--- src/pkg/gpp_regs.svh ---
// register offsets, field positions, masks and reset values of the gauge port pin control block
//------------------------------------------------------------------------------
// Summary of operation
// - port 0 eight bits, inputs after reset
// - each bidirectional bit has own direction
// - input bits may enable on-chip pull-up, except on ports 2 and 6
// - port 1 bits 0-4 select TTL input
// - port 1 bits 0-6 select open-drain
// - port 6 four bits, all open-drain capable
// - port 2 four bits, analog after reset
// - per-bit analog select picks digital or analog
// - port 12 three input-only bits
// - port 13 input-only bit, also interrupt
// - system reset input is active low
// - front-end reset output, active low
// - front-end interrupts fed internally, not pins
// - debug tool line sampled at reset release
// - redirect register moves serial input pin
// - bridge uses driven clock, four data lines
//------------------------------------------------------------------------------
`ifndef GPP_REGS_SVH
`define GPP_REGS_SVH

// number of bidirectional ports: slots 0..6 are ports 0,1,2,3,4,6,7
`define GPP_NPORT          7

// per-port capability masks, one byte per slot, slot 0 in the low byte
`define GPP_WIDTH_MASK     64'h00FF_0F01_0F0F_7FFF
`define GPP_PULL_MASK      64'h00FF_0001_0F00_7FFF
`define GPP_TTL_MASK       64'h0000_0000_0000_1F18
`define GPP_OD_MASK        64'h0000_0F00_0000_7F18
`define GPP_ANALOG_MASK    64'h0000_0000_000F_0000

// reset values
`define GPP_CFG_RST        8'h00
`define GPP_ANALOG_RST     64'h0000_0000_000F_0000
`define GPP_REDIR_RST      8'h00

// word index of the misc registers (byte address is four times this)
`define GPP_IDX_REDIR      8'h40
`define GPP_IDX_IRQ_STAT   8'h41
`define GPP_IDX_IRQ_EN     8'h42
`define GPP_IDX_IRQ_CLR    8'h43
`define GPP_IDX_MODE       8'h44
`define GPP_IDX_INONLY     8'h45

// field positions
`define GPP_REDIR_SERIAL   0
`define GPP_INONLY_P13     8
`define GPP_IRQ_P13        6
`define GPP_IRQ_W          7
`define GPP_FE_IRQ_W       6

// special pins: bridge clock and redirected serial input
`define GPP_BRIDGE_SLOT    6
`define GPP_BRIDGE_CLK_BIT 3
`define GPP_REDIR_SLOT     5
`define GPP_REDIR_BIT      3

`endif

--- src/pkg/gpp_pkg.sv ---
// types shared by the gauge port pin control block
package gpp_pkg;

   // 32-bit bus word
   typedef logic [31:0] gpp_word_t;

   // one port byte
   typedef logic [7:0] gpp_byte_t;

   // register function selected by word index bits 5:3
   typedef enum logic [2:0] {
      FN_DIR    = 3'h0,  // direction, 1 = output
      FN_OUT    = 3'h1,  // output data
      FN_PULL   = 3'h2,  // pull-up enable
      FN_TTL    = 3'h3,  // ttl input buffer select
      FN_OD     = 3'h4,  // open-drain select
      FN_ANALOG = 3'h5,  // analog select
      FN_INPUT  = 3'h6,  // pin level, read only
      FN_NONE   = 3'h7   // unmapped
   } gpp_func_e;

   // mode sampling at reset release
   typedef enum logic {
      MODE_WAIT = 1'b0,
      MODE_DONE = 1'b1
   } gpp_mode_e;

endpackage

--- src/logic/gpp_port_ctrl.sv ---
// gauge port pin control: port configuration, pin drive, interrupts and wishbone slave
`timescale 1ns/1ps
`include "gpp_regs.svh"

module gpp_port_ctrl #(
   parameter int NPORT = `GPP_NPORT                     // number of bidirectional port slots
) (
   input  wire logic                        clock,           // 20 MHz core clock
   input  wire logic                        rst_b,           // synchronous system reset, low active
   input  wire logic                        clockEn,         // freezes all state outside reset while low
   input  wire logic                        cyc_i,           // wishbone cycle
   input  wire logic                        stb_i,           // wishbone strobe
   input  wire logic                        we_i,            // wishbone write enable
   input  wire logic [9:0]                  adr_i,           // wishbone byte address
   input  wire gpp_pkg::gpp_word_t          dat_i,           // wishbone write data
   input  wire logic [3:0]                  sel_i,           // wishbone byte select
   output      gpp_pkg::gpp_word_t          dat_o,           // wishbone read data
   output      logic                        ack_o,           // wishbone acknowledge
   input  wire logic [NPORT-1:0][7:0]       portPinIn,       // pin levels of bidirectional ports
   output      logic [NPORT-1:0][7:0]       portPinOut,      // pin drive value
   output      logic [NPORT-1:0][7:0]       portPinOe_b,     // pin drive enable, low drives
   output      logic [NPORT-1:0][7:0]       portPullEn,      // on-chip pull-up enable
   output      logic [NPORT-1:0][7:0]       portTtlSel,      // ttl input buffer select
   output      logic [NPORT-1:0][7:0]       portAnalogSel,   // analog input select
   input  wire logic [2:0]                  port12PinIn,     // input-only port 12
   input  wire logic                        port13PinIn,     // input-only port 13, interrupt source
   input  wire logic [`GPP_FE_IRQ_W-1:0]    frontEndIrq,     // internal front-end interrupt requests
   input  wire logic                        supplyFault,     // front-end reset circuit request
   output      logic                        frontEndResetOut_b, // front-end reset output, low active
   input  wire logic                        debugToolLine,   // debug tool line level
   output      logic                        normalMode,      // high when normal operation was chosen
   input  wire logic                        primarySerialIn, // serial input at its primary pin
   output      logic                        serialIn,        // serial input after redirection
   output      logic                        irq              // level interrupt
);
   import gpp_pkg::*;

   //---------------------------------------------------------------------------
   // elaboration checks
   //---------------------------------------------------------------------------
   // the capability masks hold eight slots only
   if (NPORT < 7 || NPORT > 8) begin : g_bad_nport
      $error("NPORT must lie between 7 and 8");
   end

   localparam int MISC_W = 3 + 1 + `GPP_FE_IRQ_W + 1 + 1 + 1;  // width of misc async inputs

   //---------------------------------------------------------------------------
   // helpers
   //---------------------------------------------------------------------------
   // capability mask of one register function for one port slot
   function automatic gpp_byte_t capMask(input gpp_func_e fn, input int slot);
      logic [63:0] m;
      m = 64'h0000_0000_0000_0000;
      unique case (fn)
         FN_DIR, FN_OUT, FN_INPUT : m = `GPP_WIDTH_MASK;
         FN_PULL                  : m = `GPP_PULL_MASK;
         FN_TTL                   : m = `GPP_TTL_MASK;
         FN_OD                    : m = `GPP_OD_MASK;
         FN_ANALOG                : m = `GPP_ANALOG_MASK;
         FN_NONE                  : m = 64'h0000_0000_0000_0000;
      endcase
      return m[slot*8 +: 8];
   endfunction

   //---------------------------------------------------------------------------
   // declarations
   //---------------------------------------------------------------------------
   logic [NPORT-1:0][7:0]     pinMeta;              // first synchroniser stage, pins
   logic [NPORT-1:0][7:0]     pinSync;              // second synchroniser stage, pins
   logic [MISC_W-1:0]         miscMeta;             // first stage, misc inputs
   logic [MISC_W-1:0]         miscSync;             // second stage, misc inputs
   gpp_byte_t                 dirReg   [NPORT];     // direction, 1 = output
   gpp_byte_t                 outReg   [NPORT];     // output data
   gpp_byte_t                 pullReg  [NPORT];     // pull-up enables
   gpp_byte_t                 ttlReg   [NPORT];     // ttl selects
   gpp_byte_t                 odReg    [NPORT];     // open-drain selects
   gpp_byte_t                 anaReg   [NPORT];     // analog selects
   gpp_byte_t                 redirReg;             // pin redirection
   logic [`GPP_IRQ_W-1:0]     irqStat;              // sticky event bits
   logic [`GPP_IRQ_W-1:0]     irqEn;                // event enables
   logic [`GPP_IRQ_W-1:0]     irqPrev;              // previous level for edge detect
   gpp_mode_e                 modeState;            // mode sampling progress
   logic [7:0]                wordIdx;              // word index of access
   gpp_func_e                 accFunc;              // function field of access
   logic [2:0]                accSlot;              // port slot of access
   logic                      cfgArea;              // access falls in port register area
   logic                      slotOk;               // slot exists
   logic                      wrEn;                 // write takes effect this edge
   logic                      rdStart;              // read data is captured this edge
   gpp_word_t                 next_datO;            // read mux result
   logic [2:0]                p12Sync;              // port 12 synchronised
   logic                      p13Sync;              // port 13 synchronised
   logic [`GPP_FE_IRQ_W-1:0]  feIrqSync;            // front-end irqs synchronised
   logic                      faultSync;            // supply fault synchronised
   logic                      toolSync;             // debug tool line synchronised
   logic                      serialSync;           // primary serial input synchronised
   logic [`GPP_IRQ_W-1:0]     irqLevel;             // current levels of event sources
   logic [`GPP_IRQ_W-1:0]     irqEvt;               // rising edges this cycle

   //---------------------------------------------------------------------------
   // input synchronisers
   //---------------------------------------------------------------------------
   // two stages on every pin and every input from the front end; left without
   // reset so that reset has flushed them before the mode line is sampled
   always_ff @(posedge clock) begin
      if (clockEn) begin
         pinMeta  <= portPinIn;
         pinSync  <= pinMeta;
         miscMeta <= {port12PinIn, port13PinIn, frontEndIrq, supplyFault, debugToolLine, primarySerialIn};
         miscSync <= miscMeta;
      end
   end

   assign {p12Sync, p13Sync, feIrqSync, faultSync, toolSync, serialSync} = miscSync;

   //---------------------------------------------------------------------------
   // bus decode
   //---------------------------------------------------------------------------
   assign wordIdx = adr_i[9:2];
   assign accFunc = gpp_func_e'(wordIdx[5:3]);
   assign accSlot = wordIdx[2:0];
   assign cfgArea = (wordIdx[7:6] == 2'h0);
   assign slotOk  = ({29'h0000_0000, accSlot} < NPORT);
   // a write lands on the edge where the master sees ack
   assign wrEn    = cyc_i && stb_i && we_i && ack_o && sel_i[0];
   assign rdStart = cyc_i && stb_i && !ack_o;

   //---------------------------------------------------------------------------
   // port configuration registers
   //---------------------------------------------------------------------------
   // each store is masked by the slot's capability, so absent bits read zero
   always_ff @(posedge clock) begin
      if (!rst_b) begin
         for (int k = 0; k < NPORT; k++) begin
            dirReg[k]  <= `GPP_CFG_RST;
            outReg[k]  <= `GPP_CFG_RST;
            pullReg[k] <= `GPP_CFG_RST;
            ttlReg[k]  <= `GPP_CFG_RST;
            odReg[k]   <= `GPP_CFG_RST;
            anaReg[k]  <= gpp_byte_t'(`GPP_ANALOG_RST >> (k*8));
         end
      end else if (clockEn && wrEn && cfgArea && slotOk) begin
         unique case (accFunc)
            FN_DIR    : dirReg[accSlot]  <= dat_i[7:0] & capMask(FN_DIR, int'(accSlot));
            FN_OUT    : outReg[accSlot]  <= dat_i[7:0] & capMask(FN_OUT, int'(accSlot));
            FN_PULL   : pullReg[accSlot] <= dat_i[7:0] & capMask(FN_PULL, int'(accSlot));
            FN_TTL    : ttlReg[accSlot]  <= dat_i[7:0] & capMask(FN_TTL, int'(accSlot));
            FN_OD     : odReg[accSlot]   <= dat_i[7:0] & capMask(FN_OD, int'(accSlot));
            FN_ANALOG : anaReg[accSlot]  <= dat_i[7:0] & capMask(FN_ANALOG, int'(accSlot));
            FN_INPUT, FN_NONE : begin
               // read-only or unmapped: writes vanish
            end
         endcase
      end
   end

   // redirection register
   always_ff @(posedge clock) begin
      if (!rst_b) begin
         redirReg <= `GPP_REDIR_RST;
      end else if (clockEn && wrEn && wordIdx == `GPP_IDX_REDIR) begin
         redirReg <= {7'h00, dat_i[`GPP_REDIR_SERIAL]};
      end
   end

   //---------------------------------------------------------------------------
   // pin drive
   //---------------------------------------------------------------------------
   // options are qualified by direction here, so software may preset them
   // while the bit still points the other way; outputs lag config by one cycle
   always_ff @(posedge clock) begin
      if (!rst_b) begin
         portPinOut    <= '0;
         portPinOe_b   <= '1;
         portPullEn    <= '0;
         portTtlSel    <= '0;
         portAnalogSel <= '0;
      end else if (clockEn) begin
         for (int k = 0; k < NPORT; k++) begin
            for (int b = 0; b < 8; b++) begin
               logic isOut;
               logic isAna;
               logic odEff;
               isOut = dirReg[k][b] && !anaReg[k][b];
               // bridge clock is always driven toward the front end
               if (k == `GPP_BRIDGE_SLOT && b == `GPP_BRIDGE_CLK_BIT) begin
                  isOut = !anaReg[k][b];
               end
               isAna = anaReg[k][b];
               odEff = odReg[k][b] && isOut;
               // open drain never drives high, it only releases
               portPinOut[k][b]    <= outReg[k][b] && !odEff;
               portPinOe_b[k][b]   <= !(isOut && (!odEff || !outReg[k][b]));
               portPullEn[k][b]    <= pullReg[k][b] && !isOut && !isAna;
               portTtlSel[k][b]    <= ttlReg[k][b] && !isOut && !isAna;
               portAnalogSel[k][b] <= isAna;
            end
         end
      end
   end

   // serial input follows the redirect selection
   always_ff @(posedge clock) begin
      if (!rst_b) begin
         serialIn <= 1'b1;
      end else if (clockEn) begin
         serialIn <= redirReg[`GPP_REDIR_SERIAL] ? pinSync[`GPP_REDIR_SLOT][`GPP_REDIR_BIT]
                                                 : serialSync;
      end
   end

   //---------------------------------------------------------------------------
   // interrupts
   //---------------------------------------------------------------------------
   // front-end requests arrive on internal wires, never from a pin
   assign irqLevel = {p13Sync, feIrqSync};
   assign irqEvt   = irqLevel & ~irqPrev;

   // sticky status: an edge in the same cycle as its clear wins
   always_ff @(posedge clock) begin
      if (!rst_b) begin
         irqStat <= '0;
         irqPrev <= '1;
      end else if (clockEn) begin
         irqPrev <= irqLevel;
         if (wrEn && wordIdx == `GPP_IDX_IRQ_CLR) begin
            irqStat <= (irqStat & ~dat_i[`GPP_IRQ_W-1:0]) | irqEvt;
         end else begin
            irqStat <= irqStat | irqEvt;
         end
      end
   end

   // enable register
   always_ff @(posedge clock) begin
      if (!rst_b) begin
         irqEn <= '0;
      end else if (clockEn && wrEn && wordIdx == `GPP_IDX_IRQ_EN) begin
         irqEn <= dat_i[`GPP_IRQ_W-1:0];
      end
   end

   // interrupt line, registered
   always_ff @(posedge clock) begin
      if (!rst_b) begin
         irq <= 1'b0;
      end else if (clockEn) begin
         irq <= |(irqStat & irqEn);
      end
   end

   //---------------------------------------------------------------------------
   // reset output and mode select
   //---------------------------------------------------------------------------
   // front-end reset held low during system reset and while the supply is bad
   always_ff @(posedge clock) begin
      if (!rst_b) begin
         frontEndResetOut_b <= 1'b0;
      end else if (clockEn) begin
         frontEndResetOut_b <= !faultSync;
      end
   end

   // the mode line is taken once, on the first enabled edge after release;
   // later changes of the line are ignored until the next reset
   always_ff @(posedge clock) begin
      if (!rst_b) begin
         modeState  <= MODE_WAIT;
         normalMode <= 1'b0;
      end else if (clockEn) begin
         unique case (modeState)
            MODE_WAIT : begin
               normalMode <= toolSync;
               modeState  <= MODE_DONE;
            end
            MODE_DONE : begin
               modeState  <= MODE_DONE;
            end
         endcase
      end
   end

   //---------------------------------------------------------------------------
   // read mux
   //---------------------------------------------------------------------------
   // unmapped words and write-only registers read zero
   always_comb begin
      next_datO = 32'h0000_0000;
      if (cfgArea && slotOk) begin
         unique case (accFunc)
            FN_DIR    : next_datO[7:0] = dirReg[accSlot];
            FN_OUT    : next_datO[7:0] = outReg[accSlot];
            FN_PULL   : next_datO[7:0] = pullReg[accSlot];
            FN_TTL    : next_datO[7:0] = ttlReg[accSlot];
            FN_OD     : next_datO[7:0] = odReg[accSlot];
            FN_ANALOG : next_datO[7:0] = anaReg[accSlot];
            // analog bits read zero in the digital path
            FN_INPUT  : next_datO[7:0] = pinSync[accSlot] & capMask(FN_INPUT, int'(accSlot)) & ~anaReg[accSlot];
            FN_NONE   : next_datO[7:0] = 8'h00;
         endcase
      end else if (wordIdx == `GPP_IDX_REDIR) begin
         next_datO[7:0] = redirReg;
      end else if (wordIdx == `GPP_IDX_IRQ_STAT) begin
         next_datO[`GPP_IRQ_W-1:0] = irqStat;
      end else if (wordIdx == `GPP_IDX_IRQ_EN) begin
         next_datO[`GPP_IRQ_W-1:0] = irqEn;
      end else if (wordIdx == `GPP_IDX_MODE) begin
         next_datO[0] = normalMode;
      end else if (wordIdx == `GPP_IDX_INONLY) begin
         next_datO[2:0]              = p12Sync;
         next_datO[`GPP_INONLY_P13]  = p13Sync;
      end
   end

   //---------------------------------------------------------------------------
   // wishbone handshake
   //---------------------------------------------------------------------------
   // ack one cycle after the request, dropped the cycle after
   always_ff @(posedge clock) begin
      if (!rst_b) begin
         ack_o <= 1'b0;
         dat_o <= 32'h0000_0000;
      end else if (clockEn) begin
         ack_o <= rdStart;
         if (rdStart && !we_i) begin
            dat_o <= next_datO;
         end
      end
   end

endmodule // gpp_port_ctrl

--- config.mk ---
export PLATFORM = sky130hd
export DESIGN_NAME = gpp_port_ctrl
export DESIGN_NICKNAME = d
export VERILOG_FILES = /design/src/pkg/gpp_pkg.sv /design/src/logic/gpp_port_ctrl.sv
export VERILOG_INCLUDE_DIRS = /design/src /design/src/pkg
export SDC_FILE = /design/constraint.sdc
export NUM_CORES = 1
export LEC_CHECK = 0
export ABC_CLOCK_PERIOD_IN_PS = 5000
export BUFFER_PORTS_ARGS = -buffer_cell sky130_fd_sc_hd__buf_2
export CORE_MARGIN = 4
export CORE_UTILIZATION = 55
export CTS_CLUSTER_DIAMETER = 200
export DETAILED_ROUTE_END_ITERATION = 7
export PLACE_DENSITY = 0.77
export SLEW_MARGIN = 20
export SYNTH_ARGS = -nofsm -noshare
export SYNTH_HDL_FRONTEND = slang
export SYNTH_SLANG_ARGS = --single-unit
--- constraint.sdc ---
create_clock -name clock -period 5 [get_ports clock]
set_input_delay 1 -clock clock [delete_from_list [all_inputs] [get_ports clock]]
set_output_delay 1 -clock clock [all_outputs]
set_load 0.1 [all_outputs]
==> impl_results.md <==
* First-pass GRT wire length at 144 mm
* Slowest CP cell: o21ai_0
* Hold slack at 0.404 ns
* P_leak at 13.3 nW
* Netlist Area Pre-Place at 0.0303 mm^2
* Crit Path Class: in2reg
* GRT Residual Overflow at 0
* Final min period at 3.51 ns
* Chip Width at 243 um
* Mapped Avg Cell Area at 11.4 um^2
* Yosys cell types at 60
* Period utilization at 70.2%
* Critical Path End Type: flip-flop
* Top Ports at 438
* Post-synth top flop: edfxtp_1
* H-tree levels at 3
* Critical path origin: adr_i[4]
* Reg2reg start: ack_o
* Port bufs at 330
* Most common cell after layout, fill and taps aside: edfxtp_1
* Gr usage total at 32.8%
* Routability cong. at 1.11
* Final ANT Viol Nets at 0
* Worst-margin pin slew at 1.13 ns
* # hold bufs at CTS at 0
* # fillers at 4178
* Latest clock arrival within the worst-skew pair at 0.62 ns
* Crit path top cell by count: buf_4
* Layout Utilization at 64.3%
* WP buf/inv at 3
* Fin nets at 3158
* Storage element area at 0.0184 mm^2
* Area of the multi-input gates at 0.0111 mm^2
* Post-DR wirelength/cell at 26.3 um
* CP arrival at 3.74 ns
* Area Overhead vs Synth at 15.0%
* Die area at 0.0588 mm^2
* Outcome: finished clean
* Setup_tns at 0 ns
* Final total power at 13.3 mW
* Buffer count from post-CTS setup fixing at 0
* Clock sinks at 714
* CTS resizes at 0
* Via density per instance at 6.13
* Relative slew slack at 24.7%
* HPWL after DPL at 73.6 mm
* Worst hold start: miscMeta[3]
* Setup repair after global routing missed its margin: no
* EDFF count, synth at 406
* Fmax achieved at 0.285 GHz
* CTS tree: built
* Sequential share of the synthesized area at 60.7%
* Final setup violation count at 0
* Row count at 85
* Post-place setup slack at 0.989 ns
* Crit-path max FO at 50
* Worst-path cell chain: buf_4, a311o_1, nor3_4, buf_4, buf_4, nand2_1, o21ai_0
* Worst VDD drop at 0.000325 V
* Final hold vios at 0
* Final WS setup at 1.49 ns
* Worst-path clk slew at 0.06 ns
* Seq cells post-synth at 714
* Startpoint Class: input pin
* Largest delay share family, worst path: compound AO/OA/AOI/OAI gates
* CP peak stage delay at 0.86 ns
* Routed WL at 99.7 mm
* Yosys warning count at 0
* Initial antenna violation count at 5
* Core Area at 0.0541 mm^2
* Cell count after synthesis at 2665
* Drt pass-1 iters at 8
* Clock tree root buffer cell: clkbuf_16
* Die height at 243 um
* Max-slew violations at 0
* DRC errors left at 0
* Worst path required time at 5.23 ns
* Min-Delay Path Class: reg2reg
* Most frequent cells in the layout: edfxtp_1, buf_2, dfxtp_1
* Clock skew at 0.0292 ns
* MaxCap Viol Count at 0
* Share of post-route cells with drive strength above 1 at 18.1%
* DR vias at 23200
* Pin count of the biggest net entering global routing at 120
* Vias in the first global route at 22000
* Pwr dens at 383 mW/mm^2
* Cts bufs inserted at 72
* CTS Buffer Depth at 3
* Starting density of the core at 55.9%
* Fraction of registers with async set/reset at 0%
* Iter 0 DRT Violations at 3576
==> worst register-to-register path, stage by stage, from the launching register on <==
cell and delay (ns):
dfxtp_1 0.39, nand3_1 0.23, nor3_4 0.70, buf_4 0.24, buf_4 0.14, nand2_1 0.07, o21ai_0 0.86
==> metrics by stage <==
step | cells | cell area [um^2]
after global routing | 3783 | 34800
after CTS | 3782 | 34800
after global placement | 3655 | 32600
after floorplan | 2814 | 30800
final | 3786 | 34800
after detailed placement | 3655 | 32600
==> final timing paths <==
path / end / slack [ns] / cells after the start
worst max-delay path: dirReg[4][4] / 1.49 / 7
worst min-delay path: miscSync[3] / 0.40 / 0
worst max register to register: dirReg[4][4] / 1.97 / 6
worst min register to register: miscSync[3] / 0.40 / 0
==> area by class of cell <==
type | instances | area share (%)
tap | 696 | 2.50
antenna | 4 | 0.0288
sequential | 714 | 52.7
multi-input combinational | 1832 | 32.0
clock inverter | 15 | 0.306
clock buffer | 112 | 6.10
timing repair buffer | 386 | 6.04
inverter | 27 | 0.291
==> where the power goes <==
part | internal (mW) | switching [mW]
logic | 0.317 | 1.22
registers | 6.45 | 0.178
clock network | 2.97 | 2.19
==> synthesized netlist by cell type, types with 7 or more instances <==
| cell type | number | share of area, % |
|---|---|---|
| a221oi_1 | 8 | 0.23 |
| o21a_1 | 9 | 0.22 |
| edfxtp_1 | 406 | 40 |
| a21oi_1 | 46 | 0.76 |
| a21boi_0 | 135 | 3.3 |
| dfxtp_1 | 308 | 20 |
| buf_4 | 80 | 2.0 |
| nor2b_1 | 90 | 1.9 |
| and2_1 | 43 | 0.89 |
| nand2b_1 | 131 | 2.7 |
| o21ai_0 | 126 | 2.1 |
| buf_1 | 15 | 0.19 |
| mux4_2 | 53 | 3.9 |
| nor3_1 | 50 | 0.83 |
| buf_2 | 21 | 0.35 |
| a22oi_1 | 22 | 0.55 |
| o22ai_1 | 10 | 0.21 |
| nor2_1 | 211 | 2.6 |
| nand3_1 | 175 | 2.9 |
| inv_1 | 25 | 0.31 |
| clkbuf_1 | 125 | 1.6 |
| nand3b_1 | 47 | 1.2 |
| mux2_2 | 7 | 0.26 |
| a31oi_1 | 8 | 0.17 |
| nand2_1 | 297 | 3.7 |
| nand4b_1 | 28 | 0.81 |
| mux2i_1 | 113 | 3.7 |
==> sequential cells by signal, indices dropped and copies added (netlist names), 9 cells and up <==
name           cells
dirReg            64
outReg            64
pullReg           64
odReg             56
portPinOe_b       56
portPinOut        56
portPullEn        56
pinMeta           50
pinSync           50
ttlReg            40
portTtlSel        35
anaReg            32
portAnalogSel     28
miscMeta          13
miscSync          13
dat_o              9
==> routing by layer <==
metal | global-route usage [%] | wire length [um] | up-vias
li1 | - | - | 10000
met5 | 0 | 11 | -
met2 | 50.1 | 43900 | 1748
met1 | 41.4 | 35400 | 11000
met3 | 11.1 | 13500 | 396
met4 | 18.4 | 6810 | 2
==> logic make-up (layout without fill, tap and decap cells) <==
kind of cell,after synthesis,after routing,synth area share [%]
simple gates,1109,1109,18.3
flops,714,714,60.7
compound gates,396,396,8.50
buf+inv,268,540,4.40
mux,173,173,7.94
fa+ha+maj,4,4,0.165
other cells,1,154,0.0124
Power figures use the tool's default switching activity.
